==> config.mk <==
export PLATFORM = sky130hd
export DESIGN_NAME = link_error_monitor
export DESIGN_NICKNAME = d
export VERILOG_FILES = /design/src/logic/link_monitor_pkg.sv /design/src/logic/link_error_monitor.sv
export SDC_FILE = /design/constraint.sdc
export NUM_CORES = 1
export LEC_CHECK = 0
export ABC_CLOCK_PERIOD_IN_PS = 11700
export BUFFER_PORTS_ARGS = -buffer_cell sky130_fd_sc_hd__buf_2
export CAP_MARGIN = 30
export CORE_ASPECT_RATIO = 0.8
export CORE_MARGIN = 1.5
export CORE_UTILIZATION = 48
export CTS_BUF_LIST = sky130_fd_sc_hd__clkbuf_4
export CTS_CLUSTER_SIZE = 10
export DETAILED_ROUTE_END_ITERATION = 8
export PLACE_DENSITY = 0.61
export SLEW_MARGIN = 25
export SYNTH_ARGS = -nofsm -noshare
export SYNTH_HDL_FRONTEND = slang
export SYNTH_SLANG_ARGS = --single-unit
==> constraint.sdc <==
create_clock -name core_clk -period 11.7 [get_ports core_clk]
set_input_delay 0.585 -clock core_clk [delete_from_list [all_inputs] [get_ports core_clk]]
set_output_delay 0.585 -clock core_clk [all_outputs]
set_load 0.05 [all_outputs]
==> src/logic/link_monitor_pkg.sv <==
// Purpose: Shared constants and types for the link error monitor
// Assumes: 20 MHz core clock; registers are 8 bits wide
// Notes:   Offsets are the register addresses of the control channel
package link_monitor_pkg;

  // ----------------------------------------------------------------
  // Register offsets
  // ----------------------------------------------------------------
  localparam logic [7:0] OFS_LINK_CTRL = 8'h04;
  localparam logic [7:0] OFS_OPTIONS   = 8'h06;
  localparam logic [7:0] OFS_SYNC_FILT = 8'h08;
  localparam logic [7:0] OFS_ERR_LIMIT = 8'h0C;
  localparam logic [7:0] OFS_DEC_CNT   = 8'h0D;
  localparam logic [7:0] OFS_PAT_CNT   = 8'h0E;

  // ----------------------------------------------------------------
  // Field positions and reset values
  // ----------------------------------------------------------------
  localparam int         BIT_PAT_EN    = 5;
  localparam int         BIT_AUTO_CLR  = 6;
  localparam int         BIT_HS_OFF    = 0;
  localparam int         BIT_VS_OFF    = 1;
  localparam int         BIT_PIN_LVL   = 7;
  localparam logic [7:0] REG_RST       = 8'h00;
  localparam logic [7:0] ERR_LIMIT_RST = 8'h00;
  localparam logic [7:0] CNT_ZERO      = 8'h00;
  localparam logic [7:0] CNT_MAX       = 8'hFF;

  // ----------------------------------------------------------------
  // Timing and link quality figures
  // ----------------------------------------------------------------
  localparam int CLK_NS        = 50;
  localparam int AUTO_CLR_NS   = 1000;
  localparam int AUTO_CLR_CYC  = (AUTO_CLR_NS / CLK_NS < 1) ? 1 : AUTO_CLR_NS / CLK_NS;
  localparam int ERR_WIN_SYMS  = 16;
  localparam int ERR_RATE_DIV  = 4;
  localparam int RELOCK_SYMS   = 32;
  localparam int PRBS_ORDER    = 7;

  typedef enum logic {LOCK_SEARCH, LOCK_HELD} lock_state_t;

endpackage : link_monitor_pkg

==> src/logic/link_error_monitor.sv <==
// Purpose: Link quality monitor: decode error count, error pin, PRBS check, sync filters
// Assumes: One decoded symbol per accepted cycle; register port is the decoded UART channel
// Notes:   Decoded symbols pass through a FIFO toward the pixel side
`timescale 1ns/1ns

module sync_fifo #(
  parameter int WIDTH = 10,
  parameter int DEPTH = 16
) (
  input  wire logic             core_clk,
  input  wire logic             rst,
  input  wire logic             inValid,
  output logic                  inReady,
  input  wire logic [WIDTH-1:0] inData,
  output logic                  outValid,
  input  wire logic             outReady,
  output logic      [WIDTH-1:0] outData
);
  localparam int AW = $clog2(DEPTH);

  logic [WIDTH-1:0] mem [DEPTH];
  logic [AW:0]      wrPtr_r;
  logic [AW:0]      rdPtr_r;

  generate
    if (DEPTH < 2 || (1 << AW) != DEPTH) begin : g_bad_depth
      $error("sync_fifo depth must be a power of two of at least 2");
    end
  endgenerate

  assign inReady  = (wrPtr_r[AW] == rdPtr_r[AW]) || (wrPtr_r[AW-1:0] != rdPtr_r[AW-1:0]);
  assign outValid = (wrPtr_r != rdPtr_r);
  assign outData  = mem[rdPtr_r[AW-1:0]];

  always_ff @(posedge core_clk) begin
    if (inValid && inReady) begin
      mem[wrPtr_r[AW-1:0]] <= inData;
    end
  end

  always_ff @(posedge core_clk) begin
    if (rst) begin
      wrPtr_r <= '0;
    end else if (inValid && inReady) begin
      wrPtr_r <= wrPtr_r + 1'b1;
    end
  end

  always_ff @(posedge core_clk) begin
    if (rst) begin
      rdPtr_r <= '0;
    end else if (outValid && outReady) begin
      rdPtr_r <= rdPtr_r + 1'b1;
    end
  end
endmodule : sync_fifo

module link_error_monitor
  import link_monitor_pkg::*;
#(
  parameter int FIFO_DEPTH = 16
) (
  input  wire logic       core_clk,
  input  wire logic       rst,
  input  wire logic       symValid,
  output logic            symReady,
  input  wire logic [7:0] symData,
  input  wire logic       symDecodeErr,
  input  wire logic       symParityErr,
  input  wire logic       symHsync,
  input  wire logic       symVsync,
  output logic            pixValid,
  input  wire logic       pixReady,
  output logic      [7:0] pixData,
  output logic            pixHsync,
  output logic            pixVsync,
  input  wire logic       regWr,
  input  wire logic       regRd,
  input  wire logic [7:0] regAddr,
  input  wire logic [7:0] regWrData,
  output logic      [7:0] regRdData,
  output logic            regRdValid,
  input  wire logic       errPinIn,
  output logic            errPinOut,
  output logic            errPinOeN,
  output logic            videoLock
);

  generate
    if (AUTO_CLR_CYC > 255 || FIFO_DEPTH < 2) begin : g_bad_cfg
      $error("link_error_monitor configuration out of range");
    end
  endgenerate

  // ----------------------------------------------------------------
  // Helpers
  // ----------------------------------------------------------------
  // Returns {error bits, new history}; taps x^7 + x^6 + 1, MSB first
  function automatic logic [10:0] prbs_check(input logic [6:0] hist, input logic [7:0] data);
    logic [6:0] h;
    logic [3:0] n;
    logic       pred;
    h = hist;
    n = 4'h0;
    for (int i = 7; i >= 0; i--) begin
      pred = h[6] ^ h[5];
      if (pred != data[i]) begin
        n = n + 4'h1;
      end
      h = {h[5:0], data[i]};
    end
    return {n, h};
  endfunction : prbs_check

  // Passes a level only once seen on two samples in a row
  function automatic logic sync_filter(input logic off, input logic cur, input logic prev,
                                       input logic held);
    if (off || cur == prev) begin
      return cur;
    end
    return held;
  endfunction : sync_filter

  // ----------------------------------------------------------------
  // Registers
  // ----------------------------------------------------------------
  logic [7:0]  linkCtrl_r;
  logic [7:0]  options_r;
  logic [7:0]  syncFilt_r;
  logic [7:0]  errLimit_r;
  logic [7:0]  decCnt_r;
  logic [7:0]  patCnt_r;
  logic [7:0]  regRdData_r;
  logic        regRdValid_r;
  logic        patEn;
  logic        autoEn;
  logic        accept;
  logic        rdDec;
  logic        rdPat;

  assign patEn  = linkCtrl_r[BIT_PAT_EN];
  assign autoEn = options_r[BIT_AUTO_CLR];
  assign accept = symValid && symReady;
  assign rdDec  = regRd && regAddr == OFS_DEC_CNT;
  assign rdPat  = regRd && regAddr == OFS_PAT_CNT;

  always_ff @(posedge core_clk) begin
    if (rst) begin
      linkCtrl_r <= REG_RST;
      options_r  <= REG_RST;
      syncFilt_r <= REG_RST;
      errLimit_r <= ERR_LIMIT_RST;
    end else if (regWr) begin
      case (regAddr)
        OFS_LINK_CTRL: linkCtrl_r <= regWrData;
        OFS_OPTIONS:   options_r  <= regWrData;
        OFS_SYNC_FILT: syncFilt_r <= regWrData;
        OFS_ERR_LIMIT: errLimit_r <= regWrData;
        default: ;
      endcase
    end
  end

  always_ff @(posedge core_clk) begin
    if (rst) begin
      regRdData_r  <= CNT_ZERO;
      regRdValid_r <= 1'b0;
    end else begin
      regRdValid_r <= regRd;
      if (regRd) begin
        case (regAddr)
          OFS_LINK_CTRL: regRdData_r <= linkCtrl_r;
          OFS_OPTIONS:   regRdData_r <= options_r;
          OFS_SYNC_FILT: regRdData_r <= {errPinIn, syncFilt_r[BIT_PIN_LVL-1:0]};
          OFS_ERR_LIMIT: regRdData_r <= errLimit_r;
          OFS_DEC_CNT:   regRdData_r <= decCnt_r;
          OFS_PAT_CNT:   regRdData_r <= patCnt_r;
          default:       regRdData_r <= CNT_ZERO;
        endcase
      end
    end
  end

  assign regRdData  = regRdData_r;
  assign regRdValid = regRdValid_r;

  // ----------------------------------------------------------------
  // Lock tracking
  // ----------------------------------------------------------------
  localparam int         WIN_W      = $clog2(ERR_WIN_SYMS);
  localparam int         RUN_W      = $clog2(RELOCK_SYMS);
  localparam logic [WIN_W-1:0] WIN_LAST   = WIN_W'(ERR_WIN_SYMS - 1);
  localparam logic [WIN_W:0]   WIN_ERR_LIM = (WIN_W + 1)'(ERR_WIN_SYMS / ERR_RATE_DIV);
  localparam logic [RUN_W-1:0] RUN_LAST   = RUN_W'(RELOCK_SYMS - 1);

  lock_state_t      lockState_r;
  logic [WIN_W-1:0] winCnt_r;
  logic [WIN_W:0]   winErr_r;
  logic [RUN_W-1:0] goodRun_r;
  logic             symErr;
  logic             lockGain;
  logic [WIN_W:0]   winErrNxt;

  assign symErr    = !patEn && (symDecodeErr || symParityErr);
  assign lockGain  = lockState_r == LOCK_SEARCH && accept && !symErr && goodRun_r == RUN_LAST;
  assign winErrNxt = winErr_r + (WIN_W + 1)'(symErr);

  always_ff @(posedge core_clk) begin
    if (rst) begin
      lockState_r <= LOCK_SEARCH;
      winCnt_r    <= '0;
      winErr_r    <= '0;
      goodRun_r   <= '0;
    end else if (accept) begin
      case (lockState_r)
        LOCK_HELD: begin
          winCnt_r <= winCnt_r + 1'b1;
          winErr_r <= (winCnt_r == WIN_LAST) ? '0 : winErrNxt;
          if (winCnt_r == WIN_LAST && winErrNxt >= WIN_ERR_LIM) begin
            lockState_r <= LOCK_SEARCH;
            goodRun_r   <= '0;
          end
        end
        LOCK_SEARCH: begin
          goodRun_r <= symErr ? '0 : goodRun_r + 1'b1;
          if (lockGain) begin
            lockState_r <= LOCK_HELD;
            winCnt_r    <= '0;
            winErr_r    <= '0;
          end
        end
        default: lockState_r <= LOCK_SEARCH;
      endcase
    end
  end

  assign videoLock = lockState_r == LOCK_HELD;

  // ----------------------------------------------------------------
  // Decode error counter and auto clear
  // ----------------------------------------------------------------
  localparam logic [7:0] AUTO_LAST = 8'(AUTO_CLR_CYC - 1);

  logic       decInc;
  logic       autoClr;
  logic [7:0] lowCnt_r;
  logic       errRel_r;

  assign decInc  = accept && videoLock && symErr;
  assign autoClr = autoEn && !patEn && !errRel_r && lowCnt_r == AUTO_LAST;

  always_ff @(posedge core_clk) begin
    if (rst) begin
      decCnt_r <= CNT_ZERO;
    end else if (patEn) begin
      decCnt_r <= CNT_ZERO;
    end else if (lockGain || rdDec || autoClr) begin
      decCnt_r <= decInc ? 8'h01 : CNT_ZERO;
    end else if (decInc && decCnt_r != CNT_MAX) begin
      decCnt_r <= decCnt_r + 8'h01;
    end
  end

  always_ff @(posedge core_clk) begin
    if (rst || !autoEn || patEn || errRel_r || autoClr) begin
      lowCnt_r <= CNT_ZERO;
    end else begin
      lowCnt_r <= lowCnt_r + 8'h01;
    end
  end

  // ----------------------------------------------------------------
  // Pattern checker
  // ----------------------------------------------------------------
  logic [6:0]  hist_r;
  logic        patSynced_r;
  logic        patEnD_r;
  logic [10:0] chk;
  logic [8:0]  patSum;
  logic        patInc;

  assign chk    = prbs_check(hist_r, symData);
  assign patInc = accept && patEn && patSynced_r;
  assign patSum = {1'b0, patCnt_r} + {5'h00, chk[10:7]};

  always_ff @(posedge core_clk) begin
    if (rst) begin
      hist_r      <= '0;
      patSynced_r <= 1'b0;
      patEnD_r    <= 1'b0;
    end else begin
      patEnD_r <= patEn;
      if (!patEn) begin
        patSynced_r <= 1'b0;
      end else if (accept) begin
        hist_r      <= chk[PRBS_ORDER-1:0];
        patSynced_r <= 1'b1;
      end
    end
  end

  always_ff @(posedge core_clk) begin
    if (rst) begin
      patCnt_r <= CNT_ZERO;
    end else if (rdPat || (patEn && !patEnD_r)) begin
      patCnt_r <= patInc ? {4'h0, chk[10:7]} : CNT_ZERO;
    end else if (patInc) begin
      patCnt_r <= patSum[8] ? CNT_MAX : patSum[7:0];
    end
  end

  // ----------------------------------------------------------------
  // Error pin
  // ----------------------------------------------------------------
  always_ff @(posedge core_clk) begin
    if (rst) begin
      errRel_r <= 1'b1;
    end else if (patEn) begin
      errRel_r <= patCnt_r == CNT_ZERO;
    end else begin
      errRel_r <= !(decCnt_r > errLimit_r);
    end
  end

  assign errPinOut = 1'b0;
  assign errPinOeN = errRel_r;

  // ----------------------------------------------------------------
  // Sync glitch filters and symbol FIFO
  // ----------------------------------------------------------------
  logic hsPrev_r;
  logic vsPrev_r;
  logic hsFilt_r;
  logic vsFilt_r;
  logic hsNxt;
  logic vsNxt;

  assign hsNxt = sync_filter(syncFilt_r[BIT_HS_OFF], symHsync, hsPrev_r, hsFilt_r);
  assign vsNxt = sync_filter(syncFilt_r[BIT_VS_OFF], symVsync, vsPrev_r, vsFilt_r);

  always_ff @(posedge core_clk) begin
    if (rst) begin
      hsPrev_r <= 1'b0;
      vsPrev_r <= 1'b0;
      hsFilt_r <= 1'b0;
      vsFilt_r <= 1'b0;
    end else if (accept) begin
      hsPrev_r <= symHsync;
      vsPrev_r <= symVsync;
      hsFilt_r <= hsNxt;
      vsFilt_r <= vsNxt;
    end
  end

  sync_fifo #(.WIDTH(10), .DEPTH(FIFO_DEPTH)) u_fifo (
    .core_clk (core_clk),
    .rst      (rst),
    .inValid  (symValid),
    .inReady  (symReady),
    .inData   ({hsNxt, vsNxt, symData}),
    .outValid (pixValid),
    .outReady (pixReady),
    .outData  ({pixHsync, pixVsync, pixData})
  );
endmodule : link_error_monitor

# After elaboration in Yosys (flattened, before gate mapping)
# Memory sizes are Yosys's and may differ from the RTL's. A register that Yosys moved wholly into a read port is not among the register bits.
# Cells that the tools add are included.
[op_classes]
n_addsub = 15
order_cmp = 2
n_eq_ne = 25
n_mux = 38
bitwise = 10
reduce_logical = 47
[ops]
columns = ["operator", "n"]
rows = [
  ["8-bit case mux with 6 select lines", 1],
  ["4-bit 2-to-1 mux", 11],
  ["8-bit 2-to-1 mux", 5],
  ["4-bit by 1-bit adder with 4-bit output (second input constant)", 8],
  ["8-bit by 4-bit equality test with 1-bit output (second input constant)", 4],
  ["5-bit 2-to-1 mux", 4],
  ["5-bit case mux with 2 select lines", 2],
  ["1-bit logical AND", 18],
  ["8-bit by 1-bit adder with 8-bit output (second input constant)", 2],
  ["8-bit by 3-bit equality test with 1-bit output (second input constant)", 2],
  ["5-bit by 1-bit adder with 5-bit output (second input constant)", 3],
  ["2-bit AND reduction", 7],
  ["1-bit 2-to-1 mux", 13],
  ["1-bit logical OR", 11],
  ["8-bit by 4-bit adder with 9-bit output", 1],
  ["8-bit by 5-bit equality test with 1-bit output (second input constant)", 1],
  ["8-bit greater-than comparator", 1],
  ["8-bit logical NOT", 1],
  ["1-bit inequality test", 8],
  ["8-bit inequality test (second input constant)", 1],
  ["4-bit case mux with 2 select lines", 1],
  ["1-bit bitwise XOR", 8],
  ["1-bit logical NOT", 6],
  ["5-bit by 1-bit adder with 5-bit output", 1],
  ["other kinds (12)", 17],
]
[word_totals]
ff_bits = 103
ramBits = 160
input_bits = 35
output_inout_bits = 24
elab_cells = 161
mem_count = 1
[memory_table]
columns = ["name", "depth", "width", "read_ports", "rd_ports_with_merged_regs", "wr", "line", "source"]
rows = [
  ["u_fifo.mem", 16, 10, 1, 1, 1, "link_error_monitor.sv:21", "logic [WIDTH-1:0] mem [DEPTH];"],
]

# Logic depth before layout (Yosys ltp)
[depth]
depth_word = 21
mapped_depth = 31
mapped_depth_nobuf = 30

# Cells and area by module
# A second synthesis with hierarchy kept.
[unflattened]
hier_cells = 996
area_unflattened_um2 = 12524.5
[by_module_without_submodules]
columns = ["module", "n_inst", "cells_each", "area_each_um2", "seq_area_each_um2"]
rows = [
  ["sync_fifo", 1, 326, 7046.8, 5084.9],
  ["link_error_monitor", 1, 670, 5477.8, 1861.8],
]

# Worst setup path after synthesis
# No wires, ideal clock.
[synth_path]
path_type = "in2reg"
from = "input port symData[6]"
to = "register patCnt_r[3]"
setup_ps = 78
t_arrival_ps = 5935
required_time_ps = 11622
path_slack_ps = 5687
cell_stages = 30
path_buffers = 1
cell_sequence = "xnor2_1 -> xnor2_1 -> inv_1 -> ha_1 -> clkbuf_1 -> xnor2_1 -> ha_1 -> o21bai_1 -> a41oi_1 -> o21ai_1 -> xnor2_1 -> o21ai_0 -> ha_1 -> xnor2_1 -> o21ai_0 -> o211a_1 -> nand3_1 -> ha_1 -> nor2_1 -> a41oi_1 -> inv_1 -> fa_1 -> nor2b_1 -> a221oi_1 -> or2_2 -> nand2_1 -> nor3_1 -> or3_1 -> a41o_1 -> nor3_1"
[synth_between]
elab_chain_cells = 18
word_cells_on_any_way = 21
classes_between = "add/sub (7); eq/ne (2); mux (11); bitwise (1)"
[synth_lines]
columns = ["item", "line", "source"]
rows = [
  ["from (decl)", "link_error_monitor.sv:67", "input wire logic [7:0] symData,"],
  ["1-bit inequality test", "link_error_monitor.sv:107", "if (pred != data[i]) begin"],
  ["4-bit 2-to-1 mux", "link_error_monitor.sv:107", ""],
  ["4-bit by 1-bit adder with 4-bit output", "link_error_monitor.sv:108", "n = n + 4'h1;"],
  ["4-bit 2-to-1 mux", "link_error_monitor.sv:107", ""],
  ["4-bit by 1-bit adder with 4-bit output", "link_error_monitor.sv:108", ""],
  ["4-bit 2-to-1 mux", "link_error_monitor.sv:107", ""],
  ["4-bit by 1-bit adder with 4-bit output", "link_error_monitor.sv:108", ""],
  ["4-bit 2-to-1 mux", "link_error_monitor.sv:107", ""],
  ["(+2 left out)", "-", ""],
  ["4-bit by 1-bit adder with 4-bit output", "link_error_monitor.sv:108", ""],
  ["4-bit 2-to-1 mux", "link_error_monitor.sv:107", ""],
  ["4-bit by 1-bit adder with 4-bit output", "link_error_monitor.sv:108", ""],
  ["4-bit 2-to-1 mux *", "link_error_monitor.sv:107", ""],
  ["8-bit by 4-bit adder with 9-bit output", "link_error_monitor.sv:284", "assign patSum = {1'b0, patCnt_r} + {5'h00, chk[10:7]};"],
  ["8-bit 2-to-1 mux", "link_error_monitor.sv:308", "patCnt_r <= patSum[8] ? CNT_MAX : patSum[7:0];"],
  ["8-bit 2-to-1 mux", "link_error_monitor.sv:307", "end else if (patInc) begin"],
  ["8-bit 2-to-1 mux *", "link_error_monitor.sv:305", "end else if (rdPat || (patEn && !patEnD_r)) begin"],
  ["to (signal assigned)", "link_error_monitor.sv:306", "patCnt_r <= patInc ? {4'h0, chk[10:7]} : CNT_ZERO;"],
  ["to (signal assigned)", "link_error_monitor.sv:308", ""],
  ["to (decl)", "link_error_monitor.sv:132", "logic [7:0] patCnt_r;"],
]
# Every way passes the cells marked *; elsewhere a longest branch is shown, timed or not. The select of a mux whose other input is x is not followed.
# A chain may end at the register's enable or synchronous reset.

# Worst setup path in the final report
[layout_path]
from = "register hist_r[4]"
to = "register patCnt_r[3]"
[layout_between]
elab_chain_cells = 19
word_cells_on_any_way = 22
classes_between = "add/sub (7); eq/ne (2); mux (11); bitwise (2)"
[layout_lines]
columns = ["item", "line", "source"]
rows = [
  ["from (decl)", "link_error_monitor.sv:275", "logic [6:0] hist_r;"],
  ["from (signal assigned)", "link_error_monitor.sv:296", "hist_r <= chk[PRBS_ORDER-1:0];"],
  ["1-bit bitwise XOR", "link_error_monitor.sv:106", "pred = h[6] ^ h[5];"],
  ["1-bit inequality test", "link_error_monitor.sv:107", ""],
  ["4-bit 2-to-1 mux", "link_error_monitor.sv:107", ""],
  ["4-bit by 1-bit adder with 4-bit output", "link_error_monitor.sv:108", ""],
  ["4-bit 2-to-1 mux *", "link_error_monitor.sv:107", ""],
  ["4-bit by 1-bit adder with 4-bit output", "link_error_monitor.sv:108", ""],
  ["4-bit 2-to-1 mux *", "link_error_monitor.sv:107", ""],
  ["4-bit by 1-bit adder with 4-bit output", "link_error_monitor.sv:108", ""],
  ["(+3 left out)", "-", ""],
  ["4-bit by 1-bit adder with 4-bit output", "link_error_monitor.sv:108", ""],
  ["4-bit 2-to-1 mux *", "link_error_monitor.sv:107", ""],
  ["4-bit by 1-bit adder with 4-bit output", "link_error_monitor.sv:108", ""],
  ["4-bit 2-to-1 mux *", "link_error_monitor.sv:107", ""],
  ["8-bit by 4-bit adder with 9-bit output", "link_error_monitor.sv:284", ""],
  ["8-bit 2-to-1 mux", "link_error_monitor.sv:308", ""],
  ["8-bit 2-to-1 mux", "link_error_monitor.sv:307", ""],
  ["8-bit 2-to-1 mux *", "link_error_monitor.sv:305", ""],
]
# Marks and branches as above.

==> impl_metrics.json <==
{
  "core_area_mm2": 0.02531,
  "grt.total_usage_pct": 21.44,
  "cap_violations": 0,
  "grt-ovfl-total": 0,
  "final.min_clock_period_ps": 6193,
  "critPathMaxFanout": 8,
  "cts_resized": 0,
  "p_int_mw": 1.573,
  "power_density_mw_per_mm2": 154.5,
  "cts_max_level": 3,
  "vias": 8230,
  "grt_max_degree": 88,
  "avgRoutedWirePerCell_um": 19.24,
  "async_flop_share_pct": 0,
  "synthDominantCellAreaShare_pct": 38.89,
  "ys_types": 75,
  "startpoint_type": "flip-flop",
  "clk_latency_ps": 690,
  "yosysWarnings": 0,
  "slew_headroom_pct": 34.94,
  "clkPwrFrac_pct": 37.9,
  "p_leak_nw": 5.006,
  "stdcell_area_mm2": 0.01391,
  "clk_pin_slew_ps": 70,
  "post-route-period-util_pct": 52.93,
  "clock-root-buffer": "clkbuf_4",
  "maxSlewViolCount": 0,
  "hold_viol": 0,
  "hold_class": "in -> reg",
  "drcViolationCount": 0,
  "required_ps": 12310,
  "area_growth_pct": 12.59,
  "postSynthCellCount": 989,
  "cpMostUsedCell": "xnor2_1",
  "synth-main-ff-cell": "edfxtp_1",
  "synth_edf_count": 160,
  "rsz0062_at_grt": "false",
  "crit_arrival_ps": 6810,
  "fp.dieH_um": 146.5,
  "die_w_um": 182.4,
  "p_comb_share_pct": 14.6,
  "synth-seq-cells": 267,
  "rows": 52,
  "start_util_pct": 48.82,
  "clkSinkCount": 267,
  "hpwl_um": 18240,
  "port_buffers": 57,
  "drt_pass1_iterations": 5,
  "max_stage_delay_ps": 490,
  "io_pins": 59,
  "clock_path_buffers": 3,
  "synth_area_leader_cell": "edfxtp_1",
  "timing.fmax_mhz": 161.5,
  "grt_pass1_wl_um": 43890,
  "setup_viol": 0,
  "synth_nets": 1056,
  "dieArea_mm2": 0.02672,
  "yosys-top-cells-area": "edfxtp_1 (39%), dfxtp_1 (17%), mux4_2 (9.1%)",
  "finalSetupTns_ps": 0,
  "status": "finished clean",
  "wirelength_um": 27910,
  "synth.avg_cell_area_um2": 12.49,
  "pwr-share-seq_pct": 47.5,
  "fin_skew_ps": 75.09,
  "gp_congestion": 0.8241,
  "cts-buffers-inserted": 69,
  "synth.cell_area_mm2": 0.01236,
  "routed_via_density": 5.672,
  "cp_slowest_cell": "ha_1",
  "hold_buffers": 0,
  "final_common_cell": "edfxtp_1",
  "tightestPinTransition_ps": 975.9,
  "place_area_mm2": 0.01303,
  "ant_nets": 0,
  "final_net_count": 1149,
  "final_cell_mix": "edfxtp_1 (160), nor2_1 (116), dfxtp_1 (105)",
  "p_sw_mw": 0.5764,
  "drtIter0Drc": 693,
  "drive_gt1_share_pct": 23.47,
  "swShare_pct": 26.82,
  "cts_setup_buffers": 0,
  "worstSetupPathType": "reg -> reg",
  "grt_pass1_vias": 7848,
  "cts_tree": "built",
  "antenna_found_initial": 1,
  "end_kind": "flip-flop",
  "vdd_drop_max_uv": 81.55,
  "seq_area_frac_synth_pct": 56.22
}
## registers in the layout, summed over array words and instances (netlist names), 7 cells and up, named ones only
signal and cells:
decCnt_r 8, errLimit_r 8, hist_r 7, linkCtrl_r 8
lowCnt_r 8, options_r 8, patCnt_r 8, regRdData 8
syncFilt_r 7, u_fifo.mem 160
## worst max-delay path: cells and delay by family (launching register included)
family / cells / cell delay [ps]
flip-flops: 1 / 380
AO/OA/AOI/OAI: 9 / 1530
XOR/XNOR: 5 / 960
adder cells (fa/ha/maj): 5 / 1880
buffers and inverters: 2 / 170
AND/OR/NAND/NOR: 8 / 1250
## synthesized netlist by cell type (5+ instances only)
cell,count
nor2_1,116
buf_1,8
o21a_1,7
a41oi_1,5
dfxtp_1,107
nor3_1,18
nand4_1,12
and2_1,5
nor2b_1,8
mux2_2,8
clkbuf_1,36
buf_2,7
nand2b_1,6
mux2i_1,31
a22oi_1,21
a21oi_1,43
nand3_1,33
o211ai_1,5
inv_1,26
and3_1,8
o21ai_0,30
or3_1,9
ha_1,31
xor2_1,28
a311oi_1,9
xnor2_1,29
nand2_1,57
mux4_2,50
edfxtp_1,160
nor4_1,6
## path summary, 6_finish.rpt
check | start | end | slack, ps | depth (start not counted)
setup / recovery | hist_r[4] | patCnt_r[3] | 5510 | 29
hold reg to reg | options_r[1] | options_r[1] | 460 | 2
setup reg to reg | hist_r[4] | patCnt_r[3] | 5510 | 29
hold / removal | regWrData[2] | options_r[2] | 200 | 3
## layer usage
layer  track usage [%]  vias to the layer above  wire, um
li1                  -                     3951         -
met4             6.529                        0       414
met5                 0                        -         0
met2             31.93                      221     12460
met1             32.06                     4020     13580
met3             3.767                       38      1463
## power by group through the flow
stage	sequential [mW]	clock [mW]	combinational, mW
6_report	1.02	0.814	0.314
5_1_grt	1.02	0.889	0.341
4_1_cts	1.02	0.839	0.317
3_5_place_dp	1.04	0	0.316
3_3_place_gp	1.04	0	0.315
2_1_floorplan	1.04	0	0.243
## layout make-up
class | count | area, um^2
antenna | 2 | 5.005
clock buffer | 99 | 743.2
clock inverter | 15 | 136.4
fill | 2119 | 11400
inverter | 27 | 102.6
multi-input combinational | 643 | 5154
sequential | 267 | 6952
tap | 324 | 405.4
timing repair buffer | 74 | 412.9
## stage by stage
| step | hold WS (ps) | instances | total power, mW | setup WS, ps | util, % |
|---|---|---|---|---|---|
| floorplan | 430.0 | 989 | 1.281 | 5687 | - |
| global placement | 442.5 | 1335 | 1.358 | 5132 | 51.36 |
| detailed placement | 446.9 | 1335 | 1.359 | 5048 | 51.47 |
| CTS | 136.2 | 1449 | 2.178 | 5521 | 54.94 |
| global route | 157.9 | 1451 | 2.253 | 4960 | 54.96 |
| finish | 201.2 | 1451 | 2.149 | 5507 | 54.96 |
## cell families (layout without fill, tap and decap cells)
logic type                 Yosys count  count (layout)  share of synthesized area (%)
AOI/OAI and AO/OA                  161             161                          9.134
adders and majority gates           33              33                          3.392
other                                1               3                        0.03035
and+or+nand+nor                    296             296                          11.36
buffers and inverters               79             215                          2.511
xor gates and xnor gates            63              63                          4.992
DFF                                267             267                          56.22
muxes                               89              89                          12.35
Note: power is estimated with default switching activity, not from simulation.
